`src/verilog/spc_pkg.sv`:
```
// package: constants, register map and types of the stop-mode power controller
// Function
// - writing 1 to stop bit (bit 1, power control register) enters stop mode
// - execution halts right after the write that sets the stop bit
// - in stop mode all on-chip clocks, timers and serial activity halt
// - any enabled one of six external interrupt inputs going active exits stop
// - external reset pin exits stop unconditionally
// - bandgap select 1: supply below trip level in stop generates a reset
// - bandgap select 0: no reset in stop from low supply
// - after stop, wait 65,536 cycles of flash warm-up before executing
// - without ring oscillator, also wait out crystal warm-up before executing
// - ring select bit (bit 1, irq flag register) runs from ring until crystal ready
// - ring select 0: execution delayed 65,536 crystal periods after stop
// - readable ring-mode status bit shows current clock source
// - while on ring, clock divide bits held at 10b, writes ignored
`default_nettype none

package spc_pkg;

	// ----------------------------------------
	// register map
	// ----------------------------------------
	localparam int         ADDR_W             = 4;
	localparam int         DATA_W             = 8;
	localparam logic [3:0] REG_PWR_CTRL       = 4'h0;
	localparam logic [3:0] REG_IRQ_FLAG       = 4'h1;
	localparam logic [3:0] REG_IRQ_EN         = 4'h2;
	localparam logic [3:0] REG_CLK_DIV        = 4'h3;

	localparam int         PWR_STOP_BIT       = 1;
	localparam int         PWR_BGS_BIT        = 6;
	localparam int         FLAG_RING_SEL_BIT  = 1;
	localparam int         FLAG_RING_MODE_BIT = 3;

	localparam int         N_IRQ              = 6;
	localparam logic [5:0] IRQ_EN_RST         = 6'h00;
	localparam logic [5:0] IRQ_HIGH_ACTIVE    = 6'h14;
	localparam logic [1:0] CLK_DIV_BY1        = 2'h2;

	// ----------------------------------------
	// timing counts in core clock cycles
	// ----------------------------------------
	localparam int         CNT_W              = 17;
	localparam int         FLASH_WARM_CYCLES  = 65536;
	localparam int         XTAL_WARM_CYCLES   = 65536;

	// ----------------------------------------
	// types
	// ----------------------------------------
	typedef enum logic [2:0] {
		ST_RUN  = 3'b001,
		ST_STOP = 3'b010,
		ST_WARM = 3'b100
	} spc_state_e_t;

	typedef struct packed {
		logic [ADDR_W-1:0] addr;
		logic [DATA_W-1:0] wdata;
		logic              wr;
		logic              rd;
	} spc_bus_req_t;

	typedef struct packed {
		spc_state_e_t      st;
		logic              stop_bit;
		logic              bgs_bit;
		logic              ring_sel;
		logic              ring_mode;
		logic [5:0]        irq_en;
		logic [1:0]        clk_div;
		logic [CNT_W-1:0]  flash_cnt;
		logic [CNT_W-1:0]  xtal_cnt;
		logic              clk_run_en;
		logic              cpu_run;
		logic              xtal_en;
		logic              sys_reset;
		logic [DATA_W-1:0] rdata;
	} spc_core_t;

endpackage : spc_pkg

`default_nettype wire

```
`src/verilog/spc_sync.sv`:
```
// two-flop synchroniser for pin inputs
`default_nettype none

module spc_sync #(
	parameter int W = 1
) (
	input  wire logic         core_clk,
	input  wire logic         rst_n,
	input  wire logic [W-1:0] d,
	output var  logic [W-1:0] q
);

	typedef struct packed {
		logic [W-1:0] meta;
		logic [W-1:0] stable;
	} spc_sync_t;

	spc_sync_t s_q;
	spc_sync_t s_d;

	always_comb begin
		s_d        = s_q;
		s_d.meta   = d;
		s_d.stable = s_q.meta;
	end

	always_ff @(posedge core_clk or negedge rst_n) begin
		if (!rst_n) begin
			s_q <= '0;
		end else begin
			s_q <= s_d;
		end
	end

	assign q = s_q.stable;

endmodule : spc_sync

`default_nettype wire

```
`src/verilog/spc_stop_ctrl.sv`:
```
// stop-mode power controller: register port, stop/wake sequencing, warm-up counts
//
// The placing of the registers and the address-and-strobe port are this design's own decisions.
`default_nettype none

module spc_stop_ctrl #(
	parameter int         FLASH_CYCLES = spc_pkg::FLASH_WARM_CYCLES,
	parameter int         XTAL_CYCLES  = spc_pkg::XTAL_WARM_CYCLES,
	parameter logic [5:0] IRQ_HIGH     = spc_pkg::IRQ_HIGH_ACTIVE
) (
	input  wire logic                       core_clk,
	input  wire logic                       rst_n,
	input  wire spc_pkg::spc_bus_req_t      bus_req,
	output var  logic [spc_pkg::DATA_W-1:0] bus_rdata,
	input  wire logic [5:0]                 ext_irq_pin,
	input  wire logic                       rst_pin,
	input  wire logic                       supply_low,
	output var  logic                       clk_run_en,
	output var  logic                       cpu_run,
	output var  logic                       xtal_en,
	output var  logic                       ring_osc_en,
	output var  logic                       clk_from_ring,
	output var  logic                       sys_reset,
	output var  logic [1:0]                 clk_div
);

	localparam logic [spc_pkg::CNT_W-1:0] FLASH_LOAD = spc_pkg::CNT_W'(FLASH_CYCLES - 1);
	localparam logic [spc_pkg::CNT_W-1:0] XTAL_LOAD  = spc_pkg::CNT_W'(XTAL_CYCLES - 1);

	// ----------------------------------------
	// pin synchronisers
	// ----------------------------------------
	logic [7:0] pins_s;

	spc_sync #(.W(8)) u_sync (
		.core_clk (core_clk),
		.rst_n    (rst_n),
		.d        ({supply_low, rst_pin, ext_irq_pin}),
		.q        (pins_s)
	);

	logic [5:0] irq_s;
	logic       rst_pin_s;
	logic       low_s;

	assign irq_s     = pins_s[5:0];
	assign rst_pin_s = pins_s[6];
	assign low_s     = pins_s[7];

	function automatic logic irq_active(input logic [5:0] lvl, input logic [5:0] en, input logic [5:0] hi);
		irq_active = |(en & ~(lvl ^ hi));
	endfunction : irq_active

	function automatic logic [spc_pkg::CNT_W-1:0] dec_sat(input logic [spc_pkg::CNT_W-1:0] c);
		dec_sat = (c == '0) ? c : c - spc_pkg::CNT_W'(1);
	endfunction : dec_sat

	// ----------------------------------------
	// state
	// ----------------------------------------
	spc_pkg::spc_core_t c_q;
	spc_pkg::spc_core_t c_d;

	logic irq_hit;
	logic bg_reset;
	logic stop_wr;

	assign irq_hit  = irq_active(irq_s, c_q.irq_en, IRQ_HIGH);
	assign bg_reset = c_q.bgs_bit & low_s;
	assign stop_wr  = bus_req.wr && bus_req.addr == spc_pkg::REG_PWR_CTRL && bus_req.wdata[spc_pkg::PWR_STOP_BIT];

	always_comb begin
		c_d           = c_q;
		c_d.rdata     = '0;
		c_d.sys_reset = 1'b0;

		// register writes
		if (bus_req.wr) begin
			unique case (bus_req.addr)
				spc_pkg::REG_PWR_CTRL: begin
					c_d.stop_bit = bus_req.wdata[spc_pkg::PWR_STOP_BIT];
					c_d.bgs_bit  = bus_req.wdata[spc_pkg::PWR_BGS_BIT];
				end
				spc_pkg::REG_IRQ_FLAG: c_d.ring_sel = bus_req.wdata[spc_pkg::FLAG_RING_SEL_BIT];
				spc_pkg::REG_IRQ_EN: c_d.irq_en = bus_req.wdata[5:0];
				spc_pkg::REG_CLK_DIV: begin
					if (!c_q.ring_mode) begin
						c_d.clk_div = bus_req.wdata[1:0];
					end
				end
				default: begin
				end
			endcase
		end

		// register reads, data in the following cycle only
		if (bus_req.rd) begin
			unique case (bus_req.addr)
				spc_pkg::REG_PWR_CTRL: begin
					c_d.rdata[spc_pkg::PWR_STOP_BIT] = c_q.stop_bit;
					c_d.rdata[spc_pkg::PWR_BGS_BIT]  = c_q.bgs_bit;
				end
				spc_pkg::REG_IRQ_FLAG: begin
					c_d.rdata[spc_pkg::FLAG_RING_SEL_BIT]  = c_q.ring_sel;
					c_d.rdata[spc_pkg::FLAG_RING_MODE_BIT] = c_q.ring_mode;
				end
				spc_pkg::REG_IRQ_EN: c_d.rdata[5:0] = c_q.irq_en;
				spc_pkg::REG_CLK_DIV: c_d.rdata[1:0] = c_q.clk_div;
				default: c_d.rdata = '0;
			endcase
		end

		// crystal warm-up runs whenever the crystal is on
		if (c_q.xtal_en) begin
			c_d.xtal_cnt = dec_sat(c_q.xtal_cnt);
		end
		if (c_q.ring_mode && c_q.xtal_cnt == '0) begin
			c_d.ring_mode = 1'b0;
		end

		unique case (c_q.st)
			spc_pkg::ST_RUN: begin
				if (rst_pin_s) begin
					c_d.sys_reset = 1'b1;
					c_d.stop_bit  = 1'b0;
					c_d.bgs_bit   = 1'b0;
					c_d.ring_sel  = 1'b0;
					c_d.irq_en    = spc_pkg::IRQ_EN_RST;
					c_d.clk_div   = spc_pkg::CLK_DIV_BY1;
				end else if (stop_wr) begin
					c_d.st         = spc_pkg::ST_STOP;
					c_d.cpu_run    = 1'b0;
					c_d.clk_run_en = 1'b0;
					c_d.xtal_en    = 1'b0;
					c_d.ring_mode  = 1'b0;
				end
			end
			spc_pkg::ST_STOP: begin
				if (rst_pin_s || bg_reset || irq_hit) begin
					c_d.st         = spc_pkg::ST_WARM;
					c_d.stop_bit   = 1'b0;
					c_d.sys_reset  = rst_pin_s | bg_reset;
					c_d.clk_run_en = 1'b1;
					c_d.xtal_en    = 1'b1;
					c_d.flash_cnt  = FLASH_LOAD;
					c_d.xtal_cnt   = XTAL_LOAD;
					c_d.ring_mode  = c_q.ring_sel;
					if (c_q.ring_sel) begin
						c_d.clk_div = spc_pkg::CLK_DIV_BY1;
					end
				end
			end
			spc_pkg::ST_WARM: begin
				c_d.sys_reset = rst_pin_s;
				c_d.flash_cnt = dec_sat(c_q.flash_cnt);
				if (c_q.flash_cnt == '0 && (c_q.ring_sel || c_q.xtal_cnt == '0)) begin
					c_d.st      = spc_pkg::ST_RUN;
					c_d.cpu_run = 1'b1;
				end
			end
		endcase
	end

	always_ff @(posedge core_clk or negedge rst_n) begin
		if (!rst_n) begin
			c_q            <= '0;
			c_q.st         <= spc_pkg::ST_RUN;
			c_q.irq_en     <= spc_pkg::IRQ_EN_RST;
			c_q.clk_div    <= spc_pkg::CLK_DIV_BY1;
			c_q.clk_run_en <= 1'b1;
			c_q.cpu_run    <= 1'b1;
			c_q.xtal_en    <= 1'b1;
		end else begin
			c_q <= c_d;
		end
	end

	// ----------------------------------------
	// outputs
	// ----------------------------------------
	assign bus_rdata     = c_q.rdata;
	assign clk_run_en    = c_q.clk_run_en;
	assign cpu_run       = c_q.cpu_run;
	assign xtal_en       = c_q.xtal_en;
	assign ring_osc_en   = c_q.ring_mode;
	assign clk_from_ring = c_q.ring_mode;
	assign sys_reset     = c_q.sys_reset;
	assign clk_div       = c_q.clk_div;
endmodule : spc_stop_ctrl

`default_nettype wire

```
`config.mk`:
```
export PLATFORM = sky130hd
export DESIGN_NAME = spc_stop_ctrl
export DESIGN_NICKNAME = d
export VERILOG_FILES = /design/src/verilog/spc_pkg.sv /design/src/verilog/spc_sync.sv /design/src/verilog/spc_stop_ctrl.sv
export SDC_FILE = /design/constraint.sdc
export NUM_CORES = 1
export LEC_CHECK = 0
export BUFFER_PORTS_ARGS = -buffer_cell sky130_fd_sc_hd__buf_2
export CAP_MARGIN = 15
export CORE_ASPECT_RATIO = 0.5
export CORE_UTILIZATION = 62
export DETAILED_ROUTE_END_ITERATION = 8
export PLACE_DENSITY = 0.81
export SLEW_MARGIN = 20
export SYNTH_ARGS = -nofsm -noshare
export SYNTH_HDL_FRONTEND = slang
export SYNTH_SLANG_ARGS = --single-unit
```
`constraint.sdc`:
```
create_clock -name core_clk -period 3.4 [get_ports core_clk]
set_input_delay 0.17 -clock core_clk [delete_from_list [all_inputs] [get_ports core_clk]]
set_output_delay 0.17 -clock core_clk [all_outputs]
set_load 0.02 [all_outputs]
```
==> results by group, run 1 <==
Floorplan
  – # IOs: 40
  – Die Y-Extent: 55.7 µm
  – FP Rows: 19
  – Die Area: 0.00608 mm²
  – Starting Density: 64.7%
  – Die width: 109 µm
  – CORE AREA: 0.00552 mm²

Drt
  – Routed WL per cell: 17.1 µm
  – DR vias/cell: 6.09
  – Via count: 2720
  – Detail Route Antenna Nets: 0
  – # DRC: 0
  – First-pass detailed-route iteration total: 5
  – Final WL: 7630 µm
  – DR iter-0 viols: 136

Worst setup path
  – Worst reg-to-reg path cell count: 5
  – Crit-path max FO: 21
  – Worst EP required: 3630 ps
  – CP endpoint kind: flip-flop
  – Crit start category: flip-flop
  – Reg2reg start: c_q[40]
  – Critical path arrival: 2720 ps
  – RR Endpoint: c_q[37]
  – Crit Path Category: flip-flop to flip-flop
  – Crit path launch: c_q[40]
  – Reg2Reg Setup Slack: 910 ps

STA
  – Slew Viols, Final: 0
  – Final period utilization: 73.2%
  – Final setup violation count: 0
  – Fin Clk Skew: 6.84 ps
  – Max Clk Rate: 402 MHz
  – Worst Tran Pin Value: 930 ps
  – Slew margin rel.: 38.0%
  – Final worst slack: 913 ps
  – Final hold violations: 0
  – Setup repair after global routing missed its margin: false
  – Fin Setup TNS: 0 ps
  – Final min period: 2490 ps

Clocking
  – Clock Tree Root: clkbuf_16
  – TritonCTS Buffers: 9
  – H-tree Lvls: 3
  – Sink Count: 75
  – CTS resizes: 0
  – Clk Latency, worst-skew pair: 340 ps
  – Clk buf depth: 2
  – CTS tree: built
  – CTS clk-pin slew, worst paths: 50 ps

Pwr
  – Clock power share: 35.2%
  – Flop pwr share: 42.2%
  – Logic gate share of total power: 22.6%
  – Leakage: 1.71 nW
  – PD cells: 701 mW/mm²
  – Switching Fraction: 32.4%
  – Internal: 1.95 mW
  – Peak supply drop: 0.432 mV
  – Net Switching: 0.936 mW

Finish
  – Ant diodes: 0
  – Nets: 397
  – Multi-input gate area: 0.00150 mm²
  – Seq. cell area: 0.00188 mm²
  – Area grow syn2layout: 15.4%
  – Fill cell count: 350
  – Layout cells sized above 1: 20.3%

Global route
  – Grt met3 use: 9.37%
  – Pin count of the biggest net entering global routing: 76
  – Met1 Use GR: 34.9%
  – GR Overflow Total: 0
  – Total GRT Usage: 28.8%
  – Busiest grt layer: met2
  – First-pass GRT wire length: 13000 µm
  – Antenna violations before repair: 0
  – Vias in the first global route: 2806
  – Routing usage on met2: 47.6%

Synthesis
  – Cell Area, Synth: 0.00357 mm²
  – Syn nets: 362
  – Yosys cell types: 61
  – Syn avg cell area: 10.7 µm²
  – Synthesized instance count: 334
  – EDFF count, synth: 0
  – Register area share after synthesis: 52.7%
  – Asr flop ratio synth: 100%
  – Yosys warnings: 0
  – Ys flop type: dfrtp_1
  – FF+latch count, synth: 75

Run status
  – Outcome: finished clean

Place
  – Pre-CTS setup slack: 988 ps
  – I/O Buffers: 37
  – GP Congestion: 0.810
  – DP HPWL: 4820 µm

Job
  – Max_cap viols: 0

Hold path
  – Worst min path class: primary input to asynchronous set/reset pin
[metal layers]
| metal | part of all wire [%] | vias to the layer above |
|---|---|---|
| met1 | 42 | 1354 |
| met2 | 51 | 76 |
| met5 | 0 | - |
| met4 | 2.2 | 0 |
| met3 | 5.1 | 19 |
| li1 | - | 1271 |
[logic make-up after synthesis]
| group | after synthesis | synth area share [%] |
|---|---|---|
| muxes | 14 | 4.28 |
| and+or+nand+nor | 125 | 18.6 |
| other | 1 | 0.105 |
| AOI/OAI and AO/OA | 71 | 15.0 |
| adders and majority gates | 4 | 1.40 |
| buffers and inverters | 33 | 5.22 |
| DFF | 75 | 52.7 |
| xor gates and xnor gates | 11 | 2.70 |
[power by group through the flow]
stage | clock network, mW | registers [mW] | logic, mW
after global placement | 0 | 1.21 | 0.605
final | 1.02 | 1.22 | 0.651
after floorplan | 0 | 1.19 | 0.482
after global routing | 1.07 | 1.24 | 0.729
after CTS | 1.02 | 1.21 | 0.653
after detailed placement | 0 | 1.22 | 0.643
[synth_stat cells, types with 6 or more instances]
master	instances	share of area (%)
a21oi_1	7	0.98
o21ai_0	12	1.7
nand2_1	29	3.0
inv_1	8	0.84
nor3_1	13	1.8
buf_4	13	2.7
mux2i_1	13	3.6
and3_1	6	1.1
xor2_1	9	2.2
o31ai_1	17	3.6
dfrtp_1	71	50
nor2_1	29	3.0
clkbuf_1	6	0.63
[placed cells by master, fill, tap and decap left out, types with 5 or more instances in the layout]
cell type | Yosys | final
nand2_1 | 29 | 29
xor2_1 | 9 | 9
or4_1 | 5 | 5
and2_1 | 5 | 5
dfrtp_1 | 71 | 71
nor3_1 | 13 | 13
mux2i_1 | 13 | 13
inv_1 | 8 | 8
o211ai_2 | 5 | 5
o31ai_1 | 17 | 17
dlygate4sd3_1 | 0 | 8
nand3_1 | 5 | 5
buf_2 | 5 | 37
a21oi_1 | 7 | 7
nor2_1 | 29 | 29
clkbuf_16 | 0 | 9
o21ai_0 | 12 | 12
and3_1 | 6 | 6
[layout make-up]
type                            instances  share of cell area [%]
Multi-Input combinational cell        226                    36.5
Tap cell                               73                    2.22
Timing Repair Buffer                   49                    7.17
Inverter                                8                   0.729
Clock buffer                           10                    5.56
Clock inverter                          6                    2.19
Sequential cell                        75                    45.7
[flip-flops by register name, indices dropped and copies added (netlist names)]
name and flops:
bus_rdata 7, c_q 46, clk_div 2, clk_from_ring 1
clk_run_en 1, cpu_run 1, sys_reset 1, u_sync.q 8
u_sync.s_d 8
[critical path, stage by stage, from the launching register on]
cell,delay (ps)
dfrtp_1,430
or4_1,590
nor3_1,330
a41o_1,680
a31oi_1,80
o31ai_1,260
[per-stage QoR]
stage          util (%)  cells  total power, mW  hold slack [ps]  area [µm²]
6_report           74.7    447             2.89             46.2        4120
5_1_grt            74.7    447             3.04             81.1        4120
4_1_cts            74.7    447             2.89             70.9        4120
3_5_place_dp       67.4    423             1.87              280        3720
3_3_place_gp       67.4    423             1.82              278        3720
2_1_floorplan         -    334             1.67             -126        3570
[worst max path at each step]
stage,slack [ps],to,cells after the start
floorplan,1260,c_q[21],6
global route,700,c_q[36],5
finish,910,c_q[37],5
detailed placement,990,c_q[41],5
global placement,1100,c_q[41],5
CTS,960,c_q[37],5
[repair_timing]
action	in CTS	in global routing
hold endpoints to repair	8	0
setup buffers	0	0
hold buffers	8	0
(Power assumes the default switching activity.)
==> inputs of run 2 (changes only) <==
- CORE_UTILIZATION: 62 -> 52
- PLACE_DENSITY: 0.81 -> 0.72
- clock period: 3.4 -> 2.1 ns (I/O delays scaled with it)
==> results by group, run 2 (synthesis results as in run 1) <==
Run status
  – Outcome: finished, violations left (was finished clean)
  – Failing checks: negative setup slack

Global route
  – Pin count of the biggest net entering global routing: 76 (unchanged)
  – Total GRT Usage: 24.3% (was 28.8%)
  – First-pass GRT wire length: 13200 µm (was 13000 µm)
  – Vias in the first global route: 2840 (was 2806)
  – GR Overflow Total: 0 (unchanged)
  – Antenna violations before repair: 0 (unchanged)

Floorplan
  – # IOs: 40 (unchanged)
  – FP Rows: 20 (was 19)
  – CORE AREA: 0.00633 mm² (was 0.00552 mm²)
  – Die Area: 0.00722 mm² (was 0.00608 mm²)
  – Die Y-Extent: 60.6 µm (was 55.7 µm)
  – Starting Density: 56.4% (was 64.7%)
  – Die width: 119 µm (was 109 µm)

Finish
  – Most frequent cells in the layout: 71 x dfrtp_1, 37 x buf_2, 32 x buf_4 (was 71 x dfrtp_1, 37 x buf_2, 29 x nor2_1, 29 x nand2_1, 17 x o31ai_1)
  – Layout cells sized above 1: 32.5% (was 20.3%)
  – Area grow syn2layout: 29.0% (was 15.4%)
  – Final std cells w/o fill: 497 (was 447)
  – Max reg flops: 46 (unchanged)
  – Most common cell after layout, fill and taps aside: dfrtp_1 (unchanged)
  – Nets: 432 (was 397)
  – Ant diodes: 0 (unchanged)
  – Largest Register: c_q (unchanged)
  – Final instance area: 0.00460 mm² (was 0.00412 mm²)

STA
  – Final min period: 2210 ps (was 2490 ps)
  – Slew margin rel.: 58.1% (was 38.0%)
  – Fin Setup TNS: -646 ps (was 0 ps)
  – Final setup violation count: 12 (was 0)
  – Max Clk Rate: 452 MHz (was 402 MHz)
  – Setup repair after global routing missed its margin: true (was false)
  – Fin Clk Skew: 6.42 ps (was 6.84 ps)
  – Final worst slack: -111 ps (was 913 ps)
  – Worst Tran Pin Value: 627 ps (was 930 ps)
  – Final period utilization: 105% (was 73.2%)
  – Slew Viols, Final: 0 (unchanged)
  – Final hold violations: 0 (unchanged)

Worst setup path
  – CP endpoint kind: flip-flop (unchanged)
  – Worst EP required: 2300 ps (was 3630 ps)
  – Cells along the critical path: or4_4 -> or4b_4 -> buf_6 -> o211ai_2 -> xor2_1 -> nand2_1 (was or4_1 -> nor3_1 -> a41o_1 -> a31oi_1 -> o31ai_1)
  – Slowest cell on crit path: or4b_4 (was a41o_1)
  – Crit start category: flip-flop (unchanged)
  – Crit Path Category: flip-flop to flip-flop (unchanged)
  – Critical path arrival: 2410 ps (was 2720 ps)
  – Critical path's largest stage delay: 570 ps (was 680 ps)
  – Crit-path max FO: 7 (was 21)

Pwr
  – Leakage: 1.93 nW (was 1.71 nW)
  – Net Switching: 1.64 mW (was 0.936 mW)
  – Switching Fraction: 33.6% (was 32.4%)
  – Peak supply drop: 0.571 mV (was 0.432 mV)
  – Logic gate share of total power: 29.3% (was 22.6%)
  – Clock power share: 30.5% (was 35.2%)
  – Flop pwr share: 40.2% (was 42.2%)
  – PD cells: 1060 mW/mm² (was 701 mW/mm²)
  – Internal: 3.24 mW (was 1.95 mW)

Hold path
  – Worst min path class: primary input to flip-flop (was primary input to asynchronous set/reset pin)

Job
  – Max_cap viols: 0 (unchanged)

Clocking
  – Clk Latency, worst-skew pair: 330 ps (was 340 ps)
  – Sink Count: 75 (unchanged)
  – Clock Tree Root: clkbuf_16 (unchanged)
  – TritonCTS Buffers: 9 (unchanged)
  – CTS clk-pin slew, worst paths: 60 ps (was 50 ps)
  – H-tree Lvls: 3 (unchanged)
  – CTS tree: built (unchanged)
  – Clk buf depth: 2 (unchanged)

Drt
  – Routed WL per cell: 16.8 µm (was 17.1 µm)
  – DR vias/cell: 5.75 (was 6.09)
  – Via count: 2859 (was 2720)
  – # DRC: 0 (unchanged)
  – DR iter-0 viols: 293 (was 136)
  – Detail Route Antenna Nets: 0 (unchanged)
  – First-pass detailed-route iteration total: 4 (was 5)
  – Final WL: 8370 µm (was 7630 µm)

Place
  – I/O Buffers: 37 (unchanged)
  – Placed Instances: 466 (was 423)
  – GP Congestion: 0.836 (was 0.810)
  – DP HPWL: 5120 µm (was 4820 µm)
  – Placed inst area: 0.00397 mm² (was 0.00372 mm²)
## run 2: cell count changes in the layout (fill, tap and decap cells not counted), moves of 3 or more
cell,previous run,this run
buf_4,4,32
clkinv_2,1,4
nor2_1,29,26
o31ai_1,17,14
o31ai_2,0,3
## run 2: path summary, 6_finish.rpt
| path | startpoint | end | slack, ps | cells past startpoint |
|---|---|---|---|---|
| min in group asynchronous | rst_n | c_q[42] | 330 | 3 |
| hold reg to reg | u_sync.s_d[1] | u_sync.q[1] | 340 | 0 |
| hold / removal | bus_req[4] | c_q[50] | 20 | 3 |
| setup / recovery | c_q[19] | c_q[20] | -110 | 6 |
| max in group asynchronous | rst_n | clk_div[1] | 1420 | 3 |
| setup reg to reg | c_q[19] | c_q[20] | -110 | 6 |
## run 2: layout make-up
| class | count | area [µm²] |
|---|---|---|
| clock inverters | 6 | 57.6 |
| clock buffers | 10 | 229 |
| well taps | 88 | 110 |
| flip-flops and latches | 75 | 1880 |
| repair buffers | 84 | 628 |
| fillers | 419 | 1730 |
| inverters | 8 | 30.0 |
| multi-input cells | 226 | 1670 |
## run 2: timing repair
action | 4_1_cts | 5_1_grt
hold endpoints to repair | 79 | 0
endpoints found under the setup margin | 31 | 34
hold buffers | 9 | 0
buffers inserted | 2 | 2
cloned | 0 | 2
gates resized for setup | 6 | 27
pin swaps | 1 | 18
## run 2: power groups by stage
stage	clock [mW]	combinational, mW	sequential, mW
3_3_place_gp	0	1.15	1.93
6_report	1.49	1.43	1.96
4_1_cts	1.51	1.24	1.94
5_1_grt	1.57	1.54	2.00
3_5_place_dp	0	1.20	1.95
2_1_floorplan	0	0.781	1.92
## run 2: metal layers
layer / track usage, % / part of all wire (%) / vias to the layer above
met5: 0 / 0 / -
li1: - / - / 1344
met4: 10.7 / 1.6 / 0
met1: 28.1 / 42 / 1413
met2: 45.2 / 51 / 81
met3: 5.45 / 4.8 / 21
## run 2: through the flow
stage          setup slack [ps]  hold WS (ps)  total power [mW]  util [%]
2_1_floorplan             -32.1          -191              2.70         -
3_3_place_gp              -34.3           164              3.08      62.8
3_5_place_dp               -117           165              3.15      62.8
4_1_cts                   -95.4          5.89              4.68      69.3
5_1_grt                    -163          23.9              5.11      72.7
6_report                   -111          19.1              4.88      72.7
## run 2: critical path: cells and delay by family (launching register included)
family / cells / cell delay (ps)
simple gates: 3 / 1170
compound gates: 1 / 170
buf+inv: 1 / 160
flops: 1 / 370
xor+xnor: 1 / 200
==> inputs of run 3 (changes only) <==
- CORE_UTILIZATION: 52 -> 25
- PLACE_DENSITY: 0.72 -> 0.39
==> results by group, run 3 (synthesis results as in run 1) <==
Floorplan
  – # IOs: 40 (unchanged)
  – Die width: 171 µm (was 119 µm)
  – Die Y-Extent: 86.5 µm (was 60.6 µm)
  – CORE AREA: 0.0137 mm² (was 0.00633 mm²)
  – Die Area: 0.0148 mm² (was 0.00722 mm²)
  – FP Rows: 30 (was 20)
  – Starting Density: 26.0% (was 56.4%)

Pwr
  – Leakage: 2.02 nW (was 1.93 nW)
  – Final Power: 5.07 mW (was 4.88 mW)
  – Logic gate share of total power: 29.4% (was 29.3%)
  – Peak supply drop: 0.410 mV (was 0.571 mV)
  – PD cells: 1020 mW/mm² (was 1060 mW/mm²)
  – Switching Fraction: 34.1% (was 33.6%)
  – Internal: 3.34 mW (was 3.24 mW)
  – Net Switching: 1.73 mW (was 1.64 mW)
  – Clock power share: 31.9% (was 30.5%)
  – Flop pwr share: 38.7% (was 40.2%)

Hold path
  – Min-delay src: bus_req[4] (unchanged)
  – Worst min path class: primary input to flip-flop (unchanged)
  – Hold endpoint: c_q[50] (unchanged)
  – Hold path cells: 3 (unchanged)

Clocking
  – CTS tree: built (unchanged)
  – CTS clk-pin slew, worst paths: 70 ps (was 60 ps)
  – Clk Latency, worst-skew pair: 340 ps (was 330 ps)
  – Clk buf depth: 2 (unchanged)
  – Sink Count: 75 (unchanged)
  – H-tree Lvls: 3 (unchanged)
  – TritonCTS Buffers: 9 (unchanged)
  – Clock Tree Root: clkbuf_16 (unchanged)

Finish
  – Fill cell count: 1387 (was 419)
  – Layout cells sized above 1: 37.9% (was 32.5%)
  – Most frequent cells in the layout: 71 x dfrtp_1, 46 x buf_4, 36 x buf_2 (was 71 x dfrtp_1, 37 x buf_2, 32 x buf_4)
  – Most common cell after layout, fill and taps aside: dfrtp_1 (unchanged)
  – Area grow syn2layout: 39.0% (was 29.0%)
  – Nets: 451 (was 432)
  – Util after Layout: 36.1% (was 72.7%)
  – Max reg flops: 46 (unchanged)
  – Final instance area: 0.00496 mm² (was 0.00460 mm²)
  – Final std cells w/o fill: 620 (was 497)
  – Largest Register: c_q (unchanged)
  – Ant diodes: 0 (unchanged)

Worst setup path
  – Crit path buf inv count: 1 (unchanged)
  – Reg2Reg Setup Slack: -70 ps (was -110 ps)
  – Slowest cell on crit path: or4_4 (was or4b_4)
  – Worst EP required: 2330 ps (was 2300 ps)
  – Reg2reg start: c_q[19] (unchanged)
  – Critical path arrival: 2400 ps (was 2410 ps)
  – CP delay by family, top: simple AND/OR/NAND/NOR gates (unchanged)
  – CP endpoint kind: flip-flop (unchanged)
  – Crit path depth: 6 (unchanged)
  – Worst reg-to-reg path cell count: 6 (unchanged)
  – Crit start category: flip-flop (unchanged)
  – RR Endpoint: c_q[17] (was c_q[20])
  – Cells along the critical path: or4_4 -> or4b_4 -> buf_4 -> o211ai_2 -> xor2_1 -> nand2_1 (was or4_4 -> or4b_4 -> buf_6 -> o211ai_2 -> xor2_1 -> nand2_1)
  – Crit Path Category: flip-flop to flip-flop (unchanged)
  – Critical path's largest stage delay: 560 ps (was 570 ps)
  – Crit-path max FO: 5 (was 7)

STA
  – Final worst slack: -67.9 ps (was -111 ps)
  – Max Clk Rate: 461 MHz (was 452 MHz)
  – Setup repair after global routing missed its margin: true (unchanged)
  – Final setup violation count: 5 (was 12)
  – Slew margin rel.: 57.7% (was 58.1%)
  – Fin Clk Skew: 8.66 ps (was 6.42 ps)
  – Final period utilization: 103% (was 105%)
  – Slew Viols, Final: 0 (unchanged)
  – Final hold violations: 0 (unchanged)
  – Final min period: 2170 ps (was 2210 ps)
  – Fin Setup TNS: -236 ps (was -646 ps)
  – Worst Tran Pin Value: 634 ps (was 627 ps)

Drt
  – Via count: 2868 (was 2859)
  – Final WL: 9090 µm (was 8370 µm)
  – Routed WL per cell: 14.7 µm (was 16.8 µm)
  – DR vias/cell: 4.63 (was 5.75)
  – Detail Route Antenna Nets: 0 (unchanged)
  – First-pass detailed-route iteration total: 4 (unchanged)
  – # DRC: 0 (unchanged)
  – DR iter-0 viols: 152 (was 293)

Place
  – GP Congestion: 0.761 (was 0.836)
  – Placed Instances: 580 (was 466)
  – DP HPWL: 6140 µm (was 5120 µm)
  – I/O Buffers: 37 (unchanged)
  – Placed inst area: 0.00417 mm² (was 0.00397 mm²)

Global route
  – GR Overflow Total: 0 (unchanged)
  – Pin count of the biggest net entering global routing: 47 (was 76)
  – Vias in the first global route: 2892 (was 2840)
  – First-pass GRT wire length: 14600 µm (was 13200 µm)
  – Antenna violations before repair: 0 (unchanged)
  – Total GRT Usage: 13.0% (was 24.3%)

Run status
  – Failing checks: negative setup slack (unchanged)
  – Outcome: finished, violations left (unchanged)

Job
  – Max_cap viols: 0 (unchanged)
run 3: cell types whose count changed in the layout (fill, tap and decap cells not counted), sizes merged, moves of 2 or more:
cell | before | now
buf | 73 | 92
inv | 8 | 10
clkinv | 4 | 1
clkbuf | 12 | 10
run 3: worst max path at each step:
stage | startpoint | endpoint | slack [ps]
finish | c_q[19] | c_q[17] | -70
global route | c_q[19] | c_q[14] | -160
CTS | c_q[19] | c_q[21] | -80
detailed placement | c_q[19] | c_q[15] | -130
global placement | c_q[19] | c_q[14] | -90
floorplan | c_q[19] | c_q[16] | -30
run 3: per-stage QoR:
stage / setup WS, ps / hold WS [ps]
2_1_floorplan: -32.1 / -191
3_3_place_gp: -94.8 / 161
3_5_place_dp: -127 / 171
4_1_cts: -76.3 / 2.50
5_1_grt: -163 / 12.9
6_report: -67.9 / 11.8
run 3: timing repair:
action                                  4_1_cts  5_1_grt
cloned                                        1        0
hold endpoints to repair                     51        0
endpoints found under the setup margin       19       36
pin swaps                                     8       21
hold buffers                                 10        0
gates resized for setup                      16       40
setup buffers                                 3       10
run 3: tightest hold or removal path, delay by kind of cell:
kind / cells / cell delay, ps
muxes: 1 / 50
buffers and inverters: 1 / 80
and+or+nand+nor: 1 / 80
run 3: cell type report:
cell class / instances / area [µm²] / area share (%)
sequential: 75 / 1880 / 37.9
clock buffer: 10 / 239 / 4.82
inverter: 8 / 30.0 / 0.605
tap: 192 / 240 / 4.84
multi-input combinational: 227 / 1750 / 35.2
timing repair buffer: 102 / 751 / 15.1
clock inverter: 6 / 71.3 / 1.44
run 3: per-layer routing:
metal	global-route usage (%)	vias up	share of wire (%)
li1	-	1390	-
met1	17.0	1430	47
met2	21.0	37	49
met3	3.56	11	3.2
met4	4.06	0	0.96
met5	0	-	0
run 3: power by group through the flow:
stage               clock, mW  sequential [mW]  combinational, mW
finish                   1.62             1.96               1.49
global route             1.74             2.00               1.65
CTS                      1.66             1.95               1.31
detailed placement          0             1.97               1.28
global placement            0             1.97               1.24
floorplan                   0             1.92              0.781
